**src/hdl/tpp_consts.vh**
```
// Constants of the terminal payload port: register offsets, fields,
// reset values and timing counts. Included by the top design file and the bench files.
`ifndef TPP_CONSTS_VH
`define TPP_CONSTS_VH

`define TPP_OFS_CFG 8'h00
`define TPP_OFS_CTRL 8'h04
`define TPP_OFS_STAT 8'h08

`define TPP_CFG_RST 8'h00
`define TPP_CTRL_RST 8'h00

`define TPP_CFG_LT0 0
`define TPP_CFG_LT1 1
`define TPP_CTRL_PKT 0
`define TPP_CTRL_NIB 1

`define TPP_STAT_LT 0
`define TPP_STAT_IRQ 1
`define TPP_STAT_MARK 2
`define TPP_STAT_IDLE 3
`define TPP_STAT_FCNT 8

`define TPP_RX_HALF 4
`define TPP_NIBS_PER_FRAME 1176

`endif

```
**src/hdl/tpp_top.v**
```verilog
// Terminal-side payload port of one framer channel with its APB registers.
// Assumes the framer core shares pclk and hands over receive data when
// told, and that terminal pins are asynchronous to pclk.
`timescale 1ns/10ps
`include "tpp_consts.vh"
module tpp_top #(
    parameter RX_HALF = `TPP_RX_HALF,
    parameter NIBS_PER_FRAME = `TPP_NIBS_PER_FRAME
) (
    input wire pclk, // system clock
    input wire presetn, // async reset, low
    input wire psel, // APB select
    input wire penable, // APB enable
    input wire pwrite, // APB write
    input wire [7:0] paddr, // APB byte address
    input wire [31:0] pwdata, // APB write data
    output reg pready, // APB ready
    output reg [31:0] prdata, // APB read data
    output reg pslverr, // APB error
    input wire tx_ref_clock_in, // transmit reference clock
    input wire tx_serial_in, // serial data, or packet active
    input wire [3:0] tx_nibble_in, // transmit nibble
    output reg rx_out_clock, // receive output clock
    output reg rx_serial_out, // serial data, or idle flag
    output reg rx_frame_start_pulse, // first bit or nibble
    output reg rx_overhead_flag, // overhead bit or nibble
    output reg [3:0] rx_nibble_out, // nibble, or packet byte low
    output reg [3:0] rx_packet_byte_hi, // packet byte high
    output reg tx_nibble_boundary_mark, // last nibble, or good check
    input wire irq_n_in, // interrupt wire level
    output reg irq_n_out, // interrupt drive value
    output reg irq_n_oe, // interrupt drive enable
    input wire [3:0] core_rx_data, // core receive bits
    input wire core_rx_first, // core data starts frame
    input wire core_rx_oh, // core data is overhead
    input wire [7:0] core_pkt_byte, // core packet byte
    input wire core_pkt_idle, // core idle between packets
    input wire core_pkt_fcs_ok, // core good check pulse
    input wire core_irq_req, // core wants service
    output reg core_rx_take, // receive data taken
    output reg [3:0] core_tx_data, // sampled transmit data
    output reg core_tx_stb, // transmit data strobe
    output reg core_tx_pkt_active // packet in progress
);

////////////////////////////////////////////////////////////////////////
// Synchronisers.

wire [6:0] sync_out;
wire ref_s;
wire ser_s;
wire [3:0] nib_s;
wire irq_s;

tpp_sync2 #(
    .W(7)
) u_sync (
    .pclk(pclk),
    .presetn(presetn),
    .din({irq_n_in, tx_nibble_in, tx_serial_in, tx_ref_clock_in}),
    .dout(sync_out)
);

assign ref_s = sync_out[0];
assign ser_s = sync_out[1];
assign nib_s = sync_out[5:2];
assign irq_s = sync_out[6];

////////////////////////////////////////////////////////////////////////
// Registers.

reg [7:0] cfg_ff;
reg [7:0] ctrl_ff;
reg [15:0] fcnt_ff;
reg ref_d_ff;
reg [7:0] div_ff;
reg [15:0] nib_cnt_ff;

wire pkt_mode;
wire nib_mode;
wire local_time;
wire acc;
wire wr_ok;
wire hit_cfg;
wire hit_ctrl;
wire hit_stat;
wire [31:0] stat_word;

assign pkt_mode = ctrl_ff[`TPP_CTRL_PKT];
assign nib_mode = ctrl_ff[`TPP_CTRL_NIB];
assign local_time = cfg_ff[`TPP_CFG_LT0] | cfg_ff[`TPP_CFG_LT1];

assign hit_cfg = (paddr == `TPP_OFS_CFG);
assign hit_ctrl = (paddr == `TPP_OFS_CTRL);
assign hit_stat = (paddr == `TPP_OFS_STAT);
assign acc = psel & penable & ~pready;
assign wr_ok = psel & penable & pready & pwrite;

assign stat_word = {8'h00, fcnt_ff, 4'h0, rx_serial_out & pkt_mode,
    tx_nibble_boundary_mark, ~irq_s, local_time};

function [31:0] rd_mux;
    input [7:0] a;
    input [7:0] cfg;
    input [7:0] ctl;
    input [31:0] st;
    begin
        if (a == `TPP_OFS_CFG) begin
            rd_mux = {24'h000000, cfg};
        end else if (a == `TPP_OFS_CTRL) begin
            rd_mux = {24'h000000, ctl};
        end else if (a == `TPP_OFS_STAT) begin
            rd_mux = st;
        end else begin
            rd_mux = 32'h00000000;
        end
    end
endfunction

// The answer comes one cycle into the access phase.
always @(posedge pclk or negedge presetn) begin
    if (!presetn) begin
        pready <= 1'b0;
        prdata <= 32'h00000000;
        pslverr <= 1'b0;
    end else begin
        pready <= acc;
        if (acc) begin
            prdata <= pwrite ? 32'h00000000 :
                rd_mux(paddr, cfg_ff, ctrl_ff, stat_word);
            pslverr <= ~(hit_cfg | hit_ctrl | hit_stat) |
                (pwrite & hit_stat);
        end else begin
            pslverr <= 1'b0;
        end
    end
end

always @(posedge pclk or negedge presetn) begin
    if (!presetn) begin
        cfg_ff <= `TPP_CFG_RST;
        ctrl_ff <= `TPP_CTRL_RST;
    end else begin
        if (wr_ok && hit_cfg) begin
            cfg_ff <= pwdata[7:0];
        end
        if (wr_ok && hit_ctrl) begin
            ctrl_ff <= {6'h00, pwdata[1:0]};
        end
    end
end

////////////////////////////////////////////////////////////////////////
// Receive clock and receive pins.

wire rx_rise;
wire rx_half_end;

assign rx_half_end = (div_ff == RX_HALF[7:0] - 8'h01);
assign rx_rise = rx_half_end & ~rx_out_clock;

always @(posedge pclk or negedge presetn) begin
    if (!presetn) begin
        div_ff <= 8'h00;
        rx_out_clock <= 1'b0;
    end else begin
        if (rx_half_end) begin
            div_ff <= 8'h00;
            rx_out_clock <= ~rx_out_clock;
        end else begin
            div_ff <= div_ff + 8'h01;
        end
    end
end

// Receive pins change together with the rising receive clock, except that packet mode clears the framing pins at once.
always @(posedge pclk or negedge presetn) begin
    if (!presetn) begin
        rx_serial_out <= 1'b0;
        rx_frame_start_pulse <= 1'b0;
        rx_overhead_flag <= 1'b0;
        rx_nibble_out <= 4'h0;
        rx_packet_byte_hi <= 4'h0;
        core_rx_take <= 1'b0;
        fcnt_ff <= 16'h0000;
    end else begin
        core_rx_take <= rx_rise & ~pkt_mode;
        if (rx_rise) begin
            if (pkt_mode) begin
                rx_nibble_out <= core_pkt_byte[3:0];
                rx_packet_byte_hi <= core_pkt_byte[7:4];
                rx_serial_out <= core_pkt_idle;
                rx_frame_start_pulse <= 1'b0;
                rx_overhead_flag <= 1'b0;
            end else if (nib_mode) begin
                rx_nibble_out <= core_rx_data;
                rx_packet_byte_hi <= 4'h0;
                rx_serial_out <= 1'b0;
                rx_frame_start_pulse <= core_rx_first;
                rx_overhead_flag <= core_rx_oh;
            end else begin
                rx_serial_out <= core_rx_data[0];
                rx_nibble_out <= 4'h0;
                rx_packet_byte_hi <= 4'h0;
                rx_frame_start_pulse <= core_rx_first;
                rx_overhead_flag <= core_rx_oh;
            end
            if (!pkt_mode && core_rx_first) begin
                fcnt_ff <= fcnt_ff + 16'h0001;
            end
        end
        // framing pins cleared at once
        // Packet mode clears them without waiting for a receive edge.
        if (pkt_mode) begin
            rx_frame_start_pulse <= 1'b0;
            rx_overhead_flag <= 1'b0;
        end
    end
end

////////////////////////////////////////////////////////////////////////
// Transmit sampling.

wire ref_rise;
wire tx_edge;
wire last_nib;

assign ref_rise = ref_s & ~ref_d_ff;
assign tx_edge = local_time ? ref_rise : rx_rise;
assign last_nib = (nib_cnt_ff == NIBS_PER_FRAME[15:0] - 16'h0001);

always @(posedge pclk or negedge presetn) begin
    if (!presetn) begin
        ref_d_ff <= 1'b0;
        core_tx_data <= 4'h0;
        core_tx_stb <= 1'b0;
        core_tx_pkt_active <= 1'b0;
        nib_cnt_ff <= 16'h0000;
    end else begin
        ref_d_ff <= ref_s;
        core_tx_stb <= tx_edge & ~pkt_mode;
        if (tx_edge) begin
            if (pkt_mode) begin
                core_tx_pkt_active <= ser_s;
                core_tx_data <= 4'h0;
            end else if (nib_mode) begin
                core_tx_pkt_active <= 1'b0;
                core_tx_data <= nib_s;
                nib_cnt_ff <= last_nib ? 16'h0000 :
                    nib_cnt_ff + 16'h0001;
            end else begin
                core_tx_pkt_active <= 1'b0;
                core_tx_data <= {3'b000, ser_s};
            end
        end
        if (!nib_mode || pkt_mode) begin
            nib_cnt_ff <= 16'h0000;
        end
    end
end

////////////////////////////////////////////////////////////////////////
// Shared boundary pin and interrupt.

always @(posedge pclk or negedge presetn) begin
    if (!presetn) begin
        tx_nibble_boundary_mark <= 1'b0;
        irq_n_out <= 1'b0;
        irq_n_oe <= 1'b0;
    end else begin
        if (pkt_mode) begin
            tx_nibble_boundary_mark <= core_pkt_fcs_ok;
        end else begin
            tx_nibble_boundary_mark <= nib_mode & last_nib;
        end
        irq_n_out <= 1'b0;
        irq_n_oe <= core_irq_req;
    end
end

endmodule

```
**src/hdl/tpp_sync2.v**
```verilog
// Two flip-flop synchroniser for a vector of independent levels.
// Assumes each bit is a slow level or clock from outside pclk.
`timescale 1ns/10ps
module tpp_sync2 #(
    parameter W = 1
) (
    input wire pclk, // system clock
    input wire presetn, // async reset, low
    input wire [W-1:0] din, // asynchronous levels
    output reg [W-1:0] dout // synchronised levels
);

reg [W-1:0] meta_ff;

always @(posedge pclk or negedge presetn) begin
    if (!presetn) begin
        meta_ff <= {W{1'b0}};
        dout <= {W{1'b0}};
    end else begin
        meta_ff <= din;
        dout <= meta_ff;
    end
end

endmodule

```
**config.mk**
```make
export PLATFORM = sky130hd
export DESIGN_NAME = tpp_top
export DESIGN_NICKNAME = d
export VERILOG_FILES = /design/src/hdl/tpp_top.v /design/src/hdl/tpp_sync2.v
export VERILOG_INCLUDE_DIRS = /design/src /design/src/hdl
export SDC_FILE = /design/constraint.sdc
export NUM_CORES = 1
export LEC_CHECK = 0
export ABC_AREA = 1
export BUFFER_PORTS_ARGS = -buffer_cell sky130_fd_sc_hd__buf_2
export CAP_MARGIN = 20
export CELL_PAD_IN_SITES_DETAIL_PLACEMENT = 0
export CELL_PAD_IN_SITES_GLOBAL_PLACEMENT = 1
export CORE_MARGIN = 1.5
export CORE_UTILIZATION = 25
export DETAILED_ROUTE_END_ITERATION = 12
export MAX_ROUTING_LAYER = met4
export PLACE_DENSITY_LB_ADDON = 0.05
export SYNTH_ARGS = -nofsm -noshare
export SYNTH_HDL_FRONTEND = slang
export SYNTH_SLANG_ARGS = --single-unit
```
**constraint.sdc**
```tcl
create_clock -name pclk -period 2.25 [get_ports pclk]
set_input_delay 0.1125 -clock pclk [delete_from_list [all_inputs] [get_ports pclk]]
set_output_delay 0.1125 -clock pclk [all_outputs]
set_load 0.05 [all_outputs]
```
==> flow_summary_export.csv <==
group,metric,value,unit
setup_path,path_cells,"ha_1, nand2_2, nor2_8, nand3_4, nand2_2, nand4_1, nand2_1",
setup_path,worst_setup_path_start_kind,"register",
floorplanning,start_util,25.4,%
placed_design,routabilityCongestion,0.762,
power_and_ir_drop,p_comb_share,8.1,%
finish,diodes,0,
floorplanning,row_count,53,
clock_tree,cts_setup_buffers,0,
worst_hold_path,min_from,"pwdata[1]",
synthesis,synthCells,632,
drt,dr_total_vias,4415,
placed_design,place_ws,0.498,ns
drt,ant_nets,0,
grt,use_met3,2.69,%
placed_design,placed_area,6050,um2
run_status,status,"completed",
sta,skew,0.0106,ns
sta,worst_slew_pin_slew,0.557,ns
sta,setup_slack,0.534,ns
synthesis,syn-cell-area,5330,um2
sta,setup_violations,0,
sta,period_share,76.3,%
placed_design,place_inst,986,
finish,final_cells,1019,
setup_path,crit_arrival,2.02,ns
placed_design,dpl.hpwl,10400,um
worst_hold_path,hold_class,"input port to register",
floorplanning,ios,125,
finish,post-route-util,31.2,%
sta,fin_hold_ws,0.0256,ns
synthesis,ys_types,37,
synthesis,ys_ff_latch,112,
grt,use_met1,18.2,%
drt,drt-total-wl,14400,um
sta,slew_viol_final,0,
drt,drtPass1Iterations,4,
synthesis,ys_seq_area_share,52.6,%
drt,drc,0,
drt,first_iter_violations,208,
sta,hold_viol_final,0,
setup_path,critPathMostFrequentCell,"nand2_2",
power_and_ir_drop,power_leakage,3.30,nW
synthesis,yosysWarnings,0,
setup_path,startpoint,"div_ff[0]",
run,maxCapViolCount,0,
grt,grt_pass1_vias,4259,
sta,rsz0062_at_grt,"false",
power_and_ir_drop,p_sw_share,27.7,%
finish,area_growth,22.6,%
drt,wire_per_inst,14.2,um
power_and_ir_drop,seqPwrFrac,51.2,%
setup_path,cp_max_fo,20,
floorplanning,die_area,22200,um2
clock_tree,cts.sinks,112,
sta,maxSlewHeadroom,62.7,%
setup_path,end_kind,"register",
grt,grt_pass1_wl,23100,um
synthesis,syn_avg_cell_area,8.44,um2
floorplanning,die_h,149,um
setup_path,crit_type,"register to register",
clock_tree,clk_latency,0.36,ns
setup_path,r2r_start,"div_ff[0]",
finish,drive_gt1_share,19.1,%
clock_tree,cts_tree,"yes",
sta,post-route-min-period,1.72,ns
setup_path,cp_slowest_cell,"nand2_2",
finish,fillers,2324,
clock_tree,cts.repair.resized,0,
power_and_ir_drop,design_power_total,4.13,mW
grt,globalRouteTotalUtil,13.9,%
setup_path,max_stage_delay,0.39,ns
finish,stdcell_area,6540,um2
power_and_ir_drop,p_sw,1.15,mW
clock_tree,cts_buffer_depth,2,
power_and_ir_drop,power_density,632,nW/um2
floorplanning,core-area,21000,um2
finish,finalNetCount,811,
grt,grt_antenna_before_repair,0,
grt,grt_use_met2,21.9,%
clock_tree,cts_buffers,9,
placed_design,io_buffers,91,
power_and_ir_drop,p_clk_share,40.7,%
grt,gr-total-overflow,0,
drt,vias_per_cell,4.33,
sta,max_freq,583,MHz
floorplanning,die_w,149,um
grt,grt_busiest_layer,"met2",
clock_tree,path_clk_slew,0.09,ns
power_and_ir_drop,ir_drop,0.000394,V
sta,final.setup.tns,0,ns
power_and_ir_drop,p_int,2.99,mW
clock_tree,htree_levels,3,
grt,grt_start_max_net_pins,54,
setup_path,cp.required,2.55,ns
clock_tree,clockRootBuffer,"clkbuf_16",
==> worst max-delay path, delay by kind of cell, from the launching register on <==
kind          cells  cell delay, ns
simple gates      6            1.05
flops             1            0.38
fa+ha+maj         1            0.21
==> what timing repair did <==
item                       4_1_cts  5_1_grt
hold buffers                    17        0
setup endpoints to repair        0        0
hold endpoints to repair       128        0
==> cell usage in the layout, fill, tap and decap left out, types with 3 or more instances in the layout <==
cell type and count:
nand3_1 46, dlygate4sd3_1 17, a22oi_1 4, a21oi_1 5, clkbuf_16 9, xor2_1 12, nor2_2 4, o21bai_1 4
nor3_1 10, o21ai_0 25, inv_2 4, a21oi_2 3, inv_8 3, conb_1 9, buf_4 6, ha_1 3
o31ai_1 15, inv_1 55, buf_2 90, nand2_2 6, dfrtp_1 112, nor2_1 55, nand4_1 20, nand2_1 205
==> cell type report <==
cell class / count / area, um2 / area share [%]
Clock buffer: 9 / 225 / 3.44
Clock inverter: 7 / 90.1 / 1.38
Inverter: 60 / 226 / 3.46
Multi-Input combinational cell: 441 / 2140 / 32.8
Sequential cell: 112 / 2800 / 42.9
Tap cell: 275 / 344 / 5.26
Timing Repair Buffer: 115 / 706 / 10.8
==> metal layers <==
metal / wire, um / up-vias / share of wire, %
met5: 0 / - / 0
met4: 156 / 0 / 1.1
met3: 517 / 10 / 3.6
met2: 6650 / 77 / 46
met1: 7100 / 2109 / 49
li1: - / 2219 / -
==> flip-flops by register name, summed over array words and instances (netlist names), 2 cells and up <==
| signal | count |
|---|---|
| rx_nibble_out | 4 |
| core_tx_data | 4 |
| ctrl_ff | 2 |
| cfg_ff | 8 |
| nib_cnt_ff | 16 |
| u_sync.meta_ff | 7 |
| fcnt_ff | 16 |
| u_sync.dout | 7 |
| prdata | 24 |
| div_ff | 8 |
| rx_packet_byte_hi | 4 |
==> power by group through the flow <==
stage	Combinational [mW]	Clock, mW	Sequential [mW]
finish	0.333	1.68	2.12
global route	0.374	1.83	2.13
CTS	0.344	1.77	2.12
detailed placement	0.320	0	2.16
global placement	0.318	0	2.16
floorplan	0.166	0	2.17
==> path summary, 6_finish.rpt <==
check / end / slack [ns] / cells after the start
setup / recovery: nib_cnt_ff[9] / 0.53 / 7
max in group asynchronous: ctrl_ff[1] / 1.55 / 3
setup reg to reg: nib_cnt_ff[9] / 0.53 / 7
hold reg to reg: u_sync.dout[3] / 0.36 / 0
min in group asynchronous: rx_out_clock / 0.16 / 2
hold / removal: cfg_ff[1] / 0.03 / 3
==> cells in the mapped netlist (all sizes together) <==
master / number / area share (%)
a21o: 1 / 0.14
a21oi: 8 / 0.96
a22oi: 4 / 0.56
buf: 23 / 3.3
clkbuf: 4 / 0.28
clkinv: 1 / 0.094
conb: 1 / 0.070
dfrtp: 112 / 53
ha: 3 / 0.70
inv: 59 / 4.2
mux2: 1 / 0.21
nand2: 212 / 15
nand3: 48 / 4.8
nand3b: 2 / 0.35
nand4: 21 / 2.7
nor2: 60 / 4.7
nor3: 11 / 1.2
o21ai: 28 / 2.8
o21bai: 4 / 0.56
o31ai: 15 / 2.1
xnor2: 2 / 0.33
xor2: 12 / 2.0
==> cells by family after synthesis <==
| group | after synthesis | synth area share [%] |
|---|---|---|
| AO/OA/AOI/OAI | 60 | 7.11 |
| other | 1 | 0.0703 |
| flip-flops | 112 | 52.6 |
| AND/OR/NAND/NOR | 354 | 29.2 |
| adder cells (fa/ha/maj) | 3 | 0.704 |
| multiplexers | 1 | 0.211 |
| XOR/XNOR | 14 | 2.30 |
| buffers and inverters | 87 | 7.81 |
Note: power is estimated with default switching activity, not from simulation.
